--- src/hw/pin_mux_pkg.sv ---
// constants and types shared by the port d / port e pin multiplexer
package pin_mux_pkg;
    localparam int   PORT_D_PINS      = 6;
    localparam int   PORT_E_PINS      = 2;
    localparam int   SEL_BIT_PIN_D0   = 4;
    localparam int   SEL_BIT_PIN_D1   = 5;
    localparam int   CS_FIRST_ON_D    = 2;
    localparam logic PIN_OUT_RST      = 1'b0;
    localparam logic PIN_OE_RST       = 1'b0;
    localparam logic PIN_PULL_RST     = 1'b1;
    localparam logic RECEIVE_IDLE_RST = 1'b1;
    localparam logic SYNC_RST         = 1'b1;

    typedef struct packed {
        logic out;
        logic oe;
        logic pull;
    } pin_drive_t;

    // choose between the gpio path and the peripheral path of one pin
    function automatic pin_drive_t drive_pin(
        input logic periph,
        input logic p_out,
        input logic p_oe,
        input logic g_out,
        input logic g_dir,
        input logic pull
    );
        pin_drive_t d;
        d.out  = periph ? p_out : g_out;
        d.oe   = periph ? p_oe  : g_dir;
        d.pull = pull;
        return d;
    endfunction : drive_pin
endpackage : pin_mux_pkg

--- src/hw/port_d_e_pin_function_mux.sv ---
// pin function multiplexer for port d pins 0..5 and port e pins 0..1
// What this block does
// - d pin 0 resets to gpio; enable 0, select bit 4 pick cs 2 or can tx
// - d pin 1 resets to gpio; enable 1, select bit 5 pick cs 3 or can rx
// - d pins 2..5 reset to gpio; alternates are chip selects 4..7
// - every port d gpio pin has its own input/output direction
// - chip selects 2..7 come programmed from the external memory interface
// - chip selects float while the bus idles unless idle-drive is set
// - clearing port d pull-up bit n turns off pin n pull-up; on at reset
// - e pin 0 resets to input with pull-up, then serial 0 transmit, else gpio with direction
// - e pin 1 resets to serial 0 receive, else gpio with direction
// - clearing port e pull-up bit 0 or 1 turns off that pin's pull-up
`timescale 1ns/1ps
module port_d_e_pin_function_mux
    import pin_mux_pkg::*;
#(
    // value of each select bit that picks the chip select (bit0: d0, bit1: d1)
    parameter logic [1:0] CS_SELECT_VALUE = 2'b00
) (
    input  wire logic                   SYS_CLK_I,
    input  wire logic                   SRST_I,
    input  wire logic [PORT_D_PINS-1:0] PORT_D_PERIPHERAL_ENABLE_I,
    input  wire logic [5:0]             PERIPHERAL_FUNCTION_SELECT_I,
    input  wire logic [PORT_D_PINS-1:0] PORT_D_PULLUP_ENABLE_I,
    input  wire logic [PORT_E_PINS-1:0] PORT_E_PULLUP_ENABLE_I,
    input  wire logic [PORT_E_PINS-1:0] PORT_E_GPIO_ENABLE_I,
    input  wire logic                   BUS_IDLE_DRIVE_I,
    input  wire logic                   BUS_ACTIVE_I,
    input  wire logic [7:2]             CHIP_SELECT_N_I,
    input  wire logic                   SECOND_CAN_TRANSMIT_I,
    input  wire logic                   SERIAL0_TRANSMIT_I,
    input  wire logic [PORT_D_PINS-1:0] GPIO_D_OUT_I,
    input  wire logic [PORT_D_PINS-1:0] GPIO_D_DIR_I,
    input  wire logic [PORT_E_PINS-1:0] GPIO_E_OUT_I,
    input  wire logic [PORT_E_PINS-1:0] GPIO_E_DIR_I,
    input  wire logic [PORT_D_PINS-1:0] PORT_D_PIN_I,
    input  wire logic [PORT_E_PINS-1:0] PORT_E_PIN_I,
    output wire logic [PORT_D_PINS-1:0] PORT_D_PIN_O,
    output wire logic [PORT_D_PINS-1:0] PORT_D_PIN_OE_O,
    output wire logic [PORT_D_PINS-1:0] PORT_D_PULLUP_O,
    output wire logic [PORT_E_PINS-1:0] PORT_E_PIN_O,
    output wire logic [PORT_E_PINS-1:0] PORT_E_PIN_OE_O,
    output wire logic [PORT_E_PINS-1:0] PORT_E_PULLUP_O,
    output wire logic [PORT_D_PINS-1:0] GPIO_D_IN_O,
    output wire logic [PORT_E_PINS-1:0] GPIO_E_IN_O,
    output wire logic                   SECOND_CAN_RECEIVE_O,
    output wire logic                   SERIAL0_RECEIVE_O
);
    pin_drive_t [PORT_D_PINS-1:0] drv_d;
    pin_drive_t [PORT_D_PINS-1:0] next_drv_d;
    pin_drive_t [PORT_E_PINS-1:0] drv_e;
    pin_drive_t [PORT_E_PINS-1:0] next_drv_e;
    logic       [PORT_D_PINS-1:0] meta_d;
    logic       [PORT_D_PINS-1:0] sync_d;
    logic       [PORT_E_PINS-1:0] meta_e;
    logic       [PORT_E_PINS-1:0] sync_e;
    logic                         can_receive;
    logic                         serial_receive;
    logic                         next_can_receive;
    logic                         next_serial_receive;

    // counts come from the package; the chip select range stops at 7
    if (PORT_D_PINS + CS_FIRST_ON_D > 8 ||
        SEL_BIT_PIN_D0 > 5 || SEL_BIT_PIN_D1 > 5) begin : g_bad_cfg
        $error("pin counts or select bits outside the fixed ranges");
    end

    // select decode; polarity comes from the parameter
    wire d0_cs  = PERIPHERAL_FUNCTION_SELECT_I[SEL_BIT_PIN_D0]
                  == CS_SELECT_VALUE[0];
    wire d1_cs  = PERIPHERAL_FUNCTION_SELECT_I[SEL_BIT_PIN_D1]
                  == CS_SELECT_VALUE[1];
    wire can_rx_sel = PORT_D_PERIPHERAL_ENABLE_I[1] && !d1_cs;
    // chip selects drive when the bus is busy or idle-drive is set
    wire cs_oe = BUS_ACTIVE_I || BUS_IDLE_DRIVE_I;

    // can transmit is open drain: only ever pulls low
    wire d0_p_out = d0_cs ? CHIP_SELECT_N_I[2] : 1'b0;
    wire d0_p_oe  = d0_cs ? cs_oe : !SECOND_CAN_TRANSMIT_I;
    wire d1_p_out = d1_cs && CHIP_SELECT_N_I[3];
    wire d1_p_oe  = d1_cs && cs_oe;

    always_comb begin
        next_drv_d[0] = drive_pin(PORT_D_PERIPHERAL_ENABLE_I[0], d0_p_out,
            d0_p_oe, GPIO_D_OUT_I[0], GPIO_D_DIR_I[0],
            PORT_D_PULLUP_ENABLE_I[0]);
        next_drv_d[1] = drive_pin(PORT_D_PERIPHERAL_ENABLE_I[1], d1_p_out,
            d1_p_oe, GPIO_D_OUT_I[1], GPIO_D_DIR_I[1],
            PORT_D_PULLUP_ENABLE_I[1]);
        for (int k = 2; k < PORT_D_PINS; k++) begin
            next_drv_d[k] = drive_pin(PORT_D_PERIPHERAL_ENABLE_I[k],
                CHIP_SELECT_N_I[k+CS_FIRST_ON_D], cs_oe, GPIO_D_OUT_I[k],
                GPIO_D_DIR_I[k], PORT_D_PULLUP_ENABLE_I[k]);
        end
        // port e is peripheral unless its gpio enable is set
        next_drv_e[0] = drive_pin(!PORT_E_GPIO_ENABLE_I[0],
            SERIAL0_TRANSMIT_I, 1'b1, GPIO_E_OUT_I[0], GPIO_E_DIR_I[0],
            PORT_E_PULLUP_ENABLE_I[0]);
        next_drv_e[1] = drive_pin(!PORT_E_GPIO_ENABLE_I[1], 1'b0, 1'b0,
            GPIO_E_OUT_I[1], GPIO_E_DIR_I[1],
            PORT_E_PULLUP_ENABLE_I[1]);
    end

    // receivers see an idle high level when their pin is elsewhere
    assign next_can_receive    = can_rx_sel ? sync_d[1] : 1'b1;
    assign next_serial_receive = PORT_E_GPIO_ENABLE_I[1] ? 1'b1
                                                         : sync_e[1];

    // pins are asynchronous: two flops before anything reads them
    always_ff @(posedge SYS_CLK_I) begin
        if (SRST_I) begin
            meta_d <= {PORT_D_PINS{SYNC_RST}};
            sync_d <= {PORT_D_PINS{SYNC_RST}};
            meta_e <= {PORT_E_PINS{SYNC_RST}};
            sync_e <= {PORT_E_PINS{SYNC_RST}};
        end else begin
            meta_d <= PORT_D_PIN_I;
            sync_d <= meta_d;
            meta_e <= PORT_E_PIN_I;
            sync_e <= meta_e;
        end
    end

    // reset puts every pin in input with pull-up on
    always_ff @(posedge SYS_CLK_I) begin
        if (SRST_I) begin
            drv_d          <= {PORT_D_PINS{PIN_OUT_RST, PIN_OE_RST,
                                           PIN_PULL_RST}};
            drv_e          <= {PORT_E_PINS{PIN_OUT_RST, PIN_OE_RST,
                                           PIN_PULL_RST}};
            can_receive    <= RECEIVE_IDLE_RST;
            serial_receive <= RECEIVE_IDLE_RST;
        end else begin
            drv_d          <= next_drv_d;
            drv_e          <= next_drv_e;
            can_receive    <= next_can_receive;
            serial_receive <= next_serial_receive;
        end
    end

    for (genvar g = 0; g < PORT_D_PINS; g++) begin : g_port_d
        assign PORT_D_PIN_O[g]    = drv_d[g].out;
        assign PORT_D_PIN_OE_O[g] = drv_d[g].oe;
        assign PORT_D_PULLUP_O[g] = drv_d[g].pull;
    end
    for (genvar g = 0; g < PORT_E_PINS; g++) begin : g_port_e
        assign PORT_E_PIN_O[g]    = drv_e[g].out;
        assign PORT_E_PIN_OE_O[g] = drv_e[g].oe;
        assign PORT_E_PULLUP_O[g] = drv_e[g].pull;
    end
    assign GPIO_D_IN_O          = sync_d;
    assign GPIO_E_IN_O          = sync_e;
    assign SECOND_CAN_RECEIVE_O = can_receive;
    assign SERIAL0_RECEIVE_O    = serial_receive;
endmodule : port_d_e_pin_function_mux

--- config.mk ---
export PLATFORM = sky130hd
export DESIGN_NAME = port_d_e_pin_function_mux
export DESIGN_NICKNAME = d
export VERILOG_FILES = /design/src/hw/pin_mux_pkg.sv /design/src/hw/port_d_e_pin_function_mux.sv
export SDC_FILE = /design/constraint.sdc
export NUM_CORES = 1
export LEC_CHECK = 0
export ABC_AREA = 1
export BUFFER_PORTS_ARGS = -buffer_cell sky130_fd_sc_hd__buf_2
export CORE_MARGIN = 4
export CORE_UTILIZATION = 30
export CTS_CLUSTER_DIAMETER = 30
export CTS_CLUSTER_SIZE = 14
export DETAILED_ROUTE_END_ITERATION = 10
export PLACE_DENSITY = 0.65
export SLEW_MARGIN = 20
export SYNTH_ARGS = -nofsm -noshare
export SYNTH_HDL_FRONTEND = slang
export SYNTH_SLANG_ARGS = --single-unit
export TNS_END_PERCENT = 100
--- constraint.sdc ---
create_clock -name SYS_CLK_I -period 0.9 [get_ports SYS_CLK_I]
set_input_delay 0.09 -clock SYS_CLK_I [delete_from_list [all_inputs] [get_ports SYS_CLK_I]]
set_output_delay 0.09 -clock SYS_CLK_I [all_outputs]
set_load 0.01 [all_outputs]
==> Yosys cells after proc, flatten, opt, wreduce, memory -nomap -nowiden <==
Cells that the tools add are included.
W data, S select, Z words.
{ "word_totals": {"reg_bits": 42, "latchBits": 0, "mem_bits_rw": 0, "mem_bits_ro": 0, "output_inout_bits": 34, "wordCells": 57, "n_memories": 0} }
{ "classes": {"addsub": 0, "mul": 0, "n_div": 0, "order_cmp": 0, "n_eq_ne": 0, "n_shift": 0, "muxes": 16, "bitwise_logic": 3, "n_reduce_logical": 8} }
{ "op_table": {"columns": ["operator", "n"], "rows": [
  ["$mux W1", 16],
  ["$reduce_or A2 Y1", 3],
  ["$logic_and A1 B1 Y1", 3],
  ["$not A1 Y1", 3],
  ["$logic_not A1 Y1", 1],
  ["$logic_or A1 B1 Y1", 1]
]} }

==> Depth between registers and ports, before layout <==
{ "depth": {"depth_word": 3, "depth_mapped": 5, "mapped_depth_nobuf": 5} }

==> Least setup slack after synthesis <==
OpenSTA, ideal clock, no wires.
{ "synth_timing": {"path_type": "register -> register", "start": "register sync_e[1], in the netlist GPIO_E_IN_O[1]", "end": "register serial_receive, in the netlist SERIAL0_RECEIVE_O", "setup_ns": 0.127, "arrival_time_ns": 0.602, "setup_slack_ns": 0.171, "stages_incl_launch_ff": 2, "path_cell_list": "dfxtp_1 -> or3_1"} }
{ "synth_lines": {"columns": ["item", "line", "source"], "rows": [
  ["start: declaration", "port_d_e_pin_function_mux.sv:56", "logic [PORT_E_PINS-1:0] sync_e;"],
  ["start signal: assignment", "port_d_e_pin_function_mux.sv:115", "sync_e <= {PORT_E_PINS{SYNC_RST}};"],
  ["start signal: assignment", "port_d_e_pin_function_mux.sv:120", "sync_e <= meta_e;"],
  ["end signal: assignment", "port_d_e_pin_function_mux.sv:137", "serial_receive <= next_serial_receive;"],
  ["end: declaration", "port_d_e_pin_function_mux.sv:58", "logic serial_receive;"]
]} }
No word-level cell between the ends.

==> Worst setup path in the final report <==
{ "layout_timing": {"start": "input PORT_D_PULLUP_ENABLE_I[5]", "end": "register drv_d (netlist bit PORT_D_PULLUP_O[5])"} }
{ "layout_lines": {"columns": ["item", "line", "source"], "rows": [
  ["start: declaration", "port_d_e_pin_function_mux.sv:24", "input wire logic [PORT_D_PINS-1:0] PORT_D_PULLUP_ENABLE_I,"],
  ["end signal: assignment", "port_d_e_pin_function_mux.sv:127", "drv_d <= {PORT_D_PINS{PIN_OUT_RST, PIN_OE_RST,"],
  ["end signal: assignment", "port_d_e_pin_function_mux.sv:134", "drv_d <= next_drv_d;"],
  ["end: declaration", "port_d_e_pin_function_mux.sv:49", "pin_drive_t [PORT_D_PINS-1:0] drv_d;"]
]} }
No word-level cell between the ends.

==> impl_metrics.ini <==
[setup_path]
cp.required_ns = 1.08
criticalPathCategory = in2reg
cp-end-kind = flop
critPathArrivalTime_ns = 1.03
critPathMaxFanout = 1
start_kind = input port

[power]
power.total_mw = 3.88
clockPowerShare_pct = 37.1
p_seq_share_pct = 51.0
swShare_pct = 21.7
p_per_area_nw_per_um2 = 1860
vdd_drop_max_v = 0.000987
cellInternalPower_mw = 3.04
switchingPower_uw = 842
leakagePower_nw = 1.04
pwr-share-comb_pct = 12.0

[worst_hold_path]
min-delay-path-class = in2reg

[global_routing]
grt_max_degree = 17
grt_remaining_overflow = 0
grt_pass1_wl_um = 5110
antenna_found_initial = 0
grtUsageTotal_pct = 12.7
grt_pass1_vias = 1151

[synthesis]
yosys.area_share.adder_pct = 0
synth_cells = 124
yosysUniqueCellTypes = 13
synth_top_family_by_area = simple AND/OR/NAND/NOR gates
synth_area_sq_um = 1260
synth_seq_area_share_pct = 66.5
synth_mux_area_share_pct = 0
yosys_warnings = 0
synth_nets = 182
synth-simple-area-share_pct = 17.9
ys_ff_latch = 42
synth_xor_area_share_pct = 0
synth.avg_cell_area_sq_um = 10.2
synth-compound-area-share_pct = 9.50

[clocking]
cts_tree = done
clk_latency_ns = 0.29
cts-root-buf = clkbuf_8
clk_pin_slew_worst_paths_ns = 0.08
clkSinkCount = 42
htree_levels = 2
postCtsSetupBuffers = 0
clock_path_buffers = 2
numCtsBuffers = 5

[place]
numPortBuffers = 87
hpwl_um = 2330
finalWeightedCongestion = 0.669
pre_cts_ws_ns = 0.0975

[timing]
slew_violations = 0
finalSetupViolCount = 0
fmax_mhz = 1190
finalHoldViolations = 0
relSlewSlack_pct = 89.2
post-route-period-util_pct = 93.6
timing.final.ws_setup_ns = 0.0573
max_slew.worst_pin.slew_ns = 0.160
grt_setup_unrepaired = no
tns_ns = 0
finalClockSkew_ns = 0.00717
fin_crit_ns = 0.843

[routing]
vias_per_cell = 4.06
routed_wl_um = 3170
drcViolationCount = 0
first_pass_iters = 4
num_vias = 1170
antenna_left = 0
drt_iter0_drc = 26
wl_per_cell_um = 11.0

[run_status]
outcome = finished, final reports clean

[final_layout]
nFillCells = 379
n_antenna_cell = 0
mostFrequentLayoutCells = buf_2 (87), dfxtp_1 (42), dlygate4sd3_1 (19), or2_2 (14), a21oi_1 (13)
final_common_cell = buf_2
layout-drive-gt1-share_pct = 47.9
area_growth_pct = 65.0
finalNetCount = 295

[floorplanning]
fp.dieW_um = 72.9
ioPinCount = 92
core-area_sq_um = 4030
die_h_um = 72.9
dieArea_sq_um = 5320
core.rowCount = 23
initial_core_util_pct = 31.4

[run]
drv_cap = 0
-- cell families (layout without fill, tap and decap cells) --
logic type,Yosys count,after routing
flip-flops,42,42
AO/OA/AOI/OAI,24,24
AND/OR/NAND/NOR,42,42
buffers and inverters,16,130
-- per-stage QoR --
| stage | instances | util [%] | area (sq um) | hold WS [ns] |
|---|---|---|---|---|
| final | 288 | 51.8 | 2090 | 0.00622 |
| after detailed placement | 261 | 44.3 | 1790 | 0.269 |
| after global placement | 261 | 44.3 | 1790 | 0.265 |
| after floorplan | 124 | - | 1260 | 0.174 |
| after global routing | 288 | 51.8 | 2090 | 0.00325 |
| after CTS | 288 | 51.7 | 2080 | 0.00110 |
-- registers in the layout, summed over array words and instances, names as in the netlist --
name	cells
GPIO_D_IN_O	6
PORT_D_PIN_OE_O	6
PORT_D_PIN_O	6
PORT_D_PULLUP_O	6
meta_d	6
GPIO_E_IN_O	2
PORT_E_PIN_OE_O	2
PORT_E_PIN_O	2
PORT_E_PULLUP_O	2
meta_e	2
SECOND_CAN_RECEIVE_O	1
SERIAL0_RECEIVE_O	1
-- power groups by stage --
stage	Combinational (mW)	Sequential (mW)	Clock, mW
final	0.464	1.98	1.44
after global routing	0.521	1.99	1.56
after CTS	0.468	1.98	1.48
after detailed placement	0.405	2.02	0
after global placement	0.398	2.02	0
after floorplan	0.117	2.07	0
-- worst paths after layout --
kind | startpoint | end | slack [ns] | cells after the start
max | PORT_D_PULLUP_ENABLE_I[5] | PORT_D_PULLUP_O[5]$_SDFF_PP1_ | 0.06 | 3
min | PORT_E_GPIO_ENABLE_I[1] | SERIAL0_RECEIVE_O$_SDFF_PP1_ | 0.006 | 2
max reg2reg | GPIO_E_IN_O[1]$_SDFF_PP1_ | SERIAL0_RECEIVE_O$_SDFF_PP1_ | 0.19 | 1
min reg2reg | meta_d[0]$_SDFF_PP1_ | GPIO_D_IN_O[0]$_SDFF_PP1_ | 0.40 | 1
-- final cells by class --
type / count / area, sq um / area share, %
Sequential cell: 42 / 841 / 40.3
Multi-Input combinational cell: 66 / 349 / 16.7
Inverter: 12 / 45.0 / 2.16
Clock buffer: 5 / 68.8 / 3.30
Tap cell: 50 / 62.6 / 3.00
Timing Repair Buffer: 110 / 681 / 32.6
Clock inverter: 3 / 40.0 / 1.92
-- timing repair --
action / in CTS / in global routing
setup endpoints to repair: 0 / 1
hold buffers: 19 / 0
hold endpoints to repair: 18 / 0
resized for setup: 0 / 1
-- worst max-delay path, cell delays in order --
cell and delay (ns):
dlygate4sd3_1 0.54, buf_2 0.12, or2_2 0.27
-- synthesized netlist by cell type --
master,instances,area share [%]
nand2_1,8,2.4
buf_6,2,1.8
or2_1,10,4.9
nand3_1,1,0.40
and3_1,2,0.99
a21oi_1,13,5.1
o21ai_0,11,4.4
buf_2,2,0.79
or3_1,1,0.49
or2_2,14,6.9
inv_1,12,3.6
nor2_1,6,1.8
dfxtp_1,42,66
-- metal layers --
metal / routed length [um] / up-vias / track usage (%)
met5: 0 / - / 0
met3: 278 / 8 / 5.10
li1: - / 611 / -
met1: 1200 / 498 / 13.8
met2: 1610 / 53 / 21.9
met4: 75 / 0 / 4.92
Note: power is estimated with default switching activity, not from simulation.
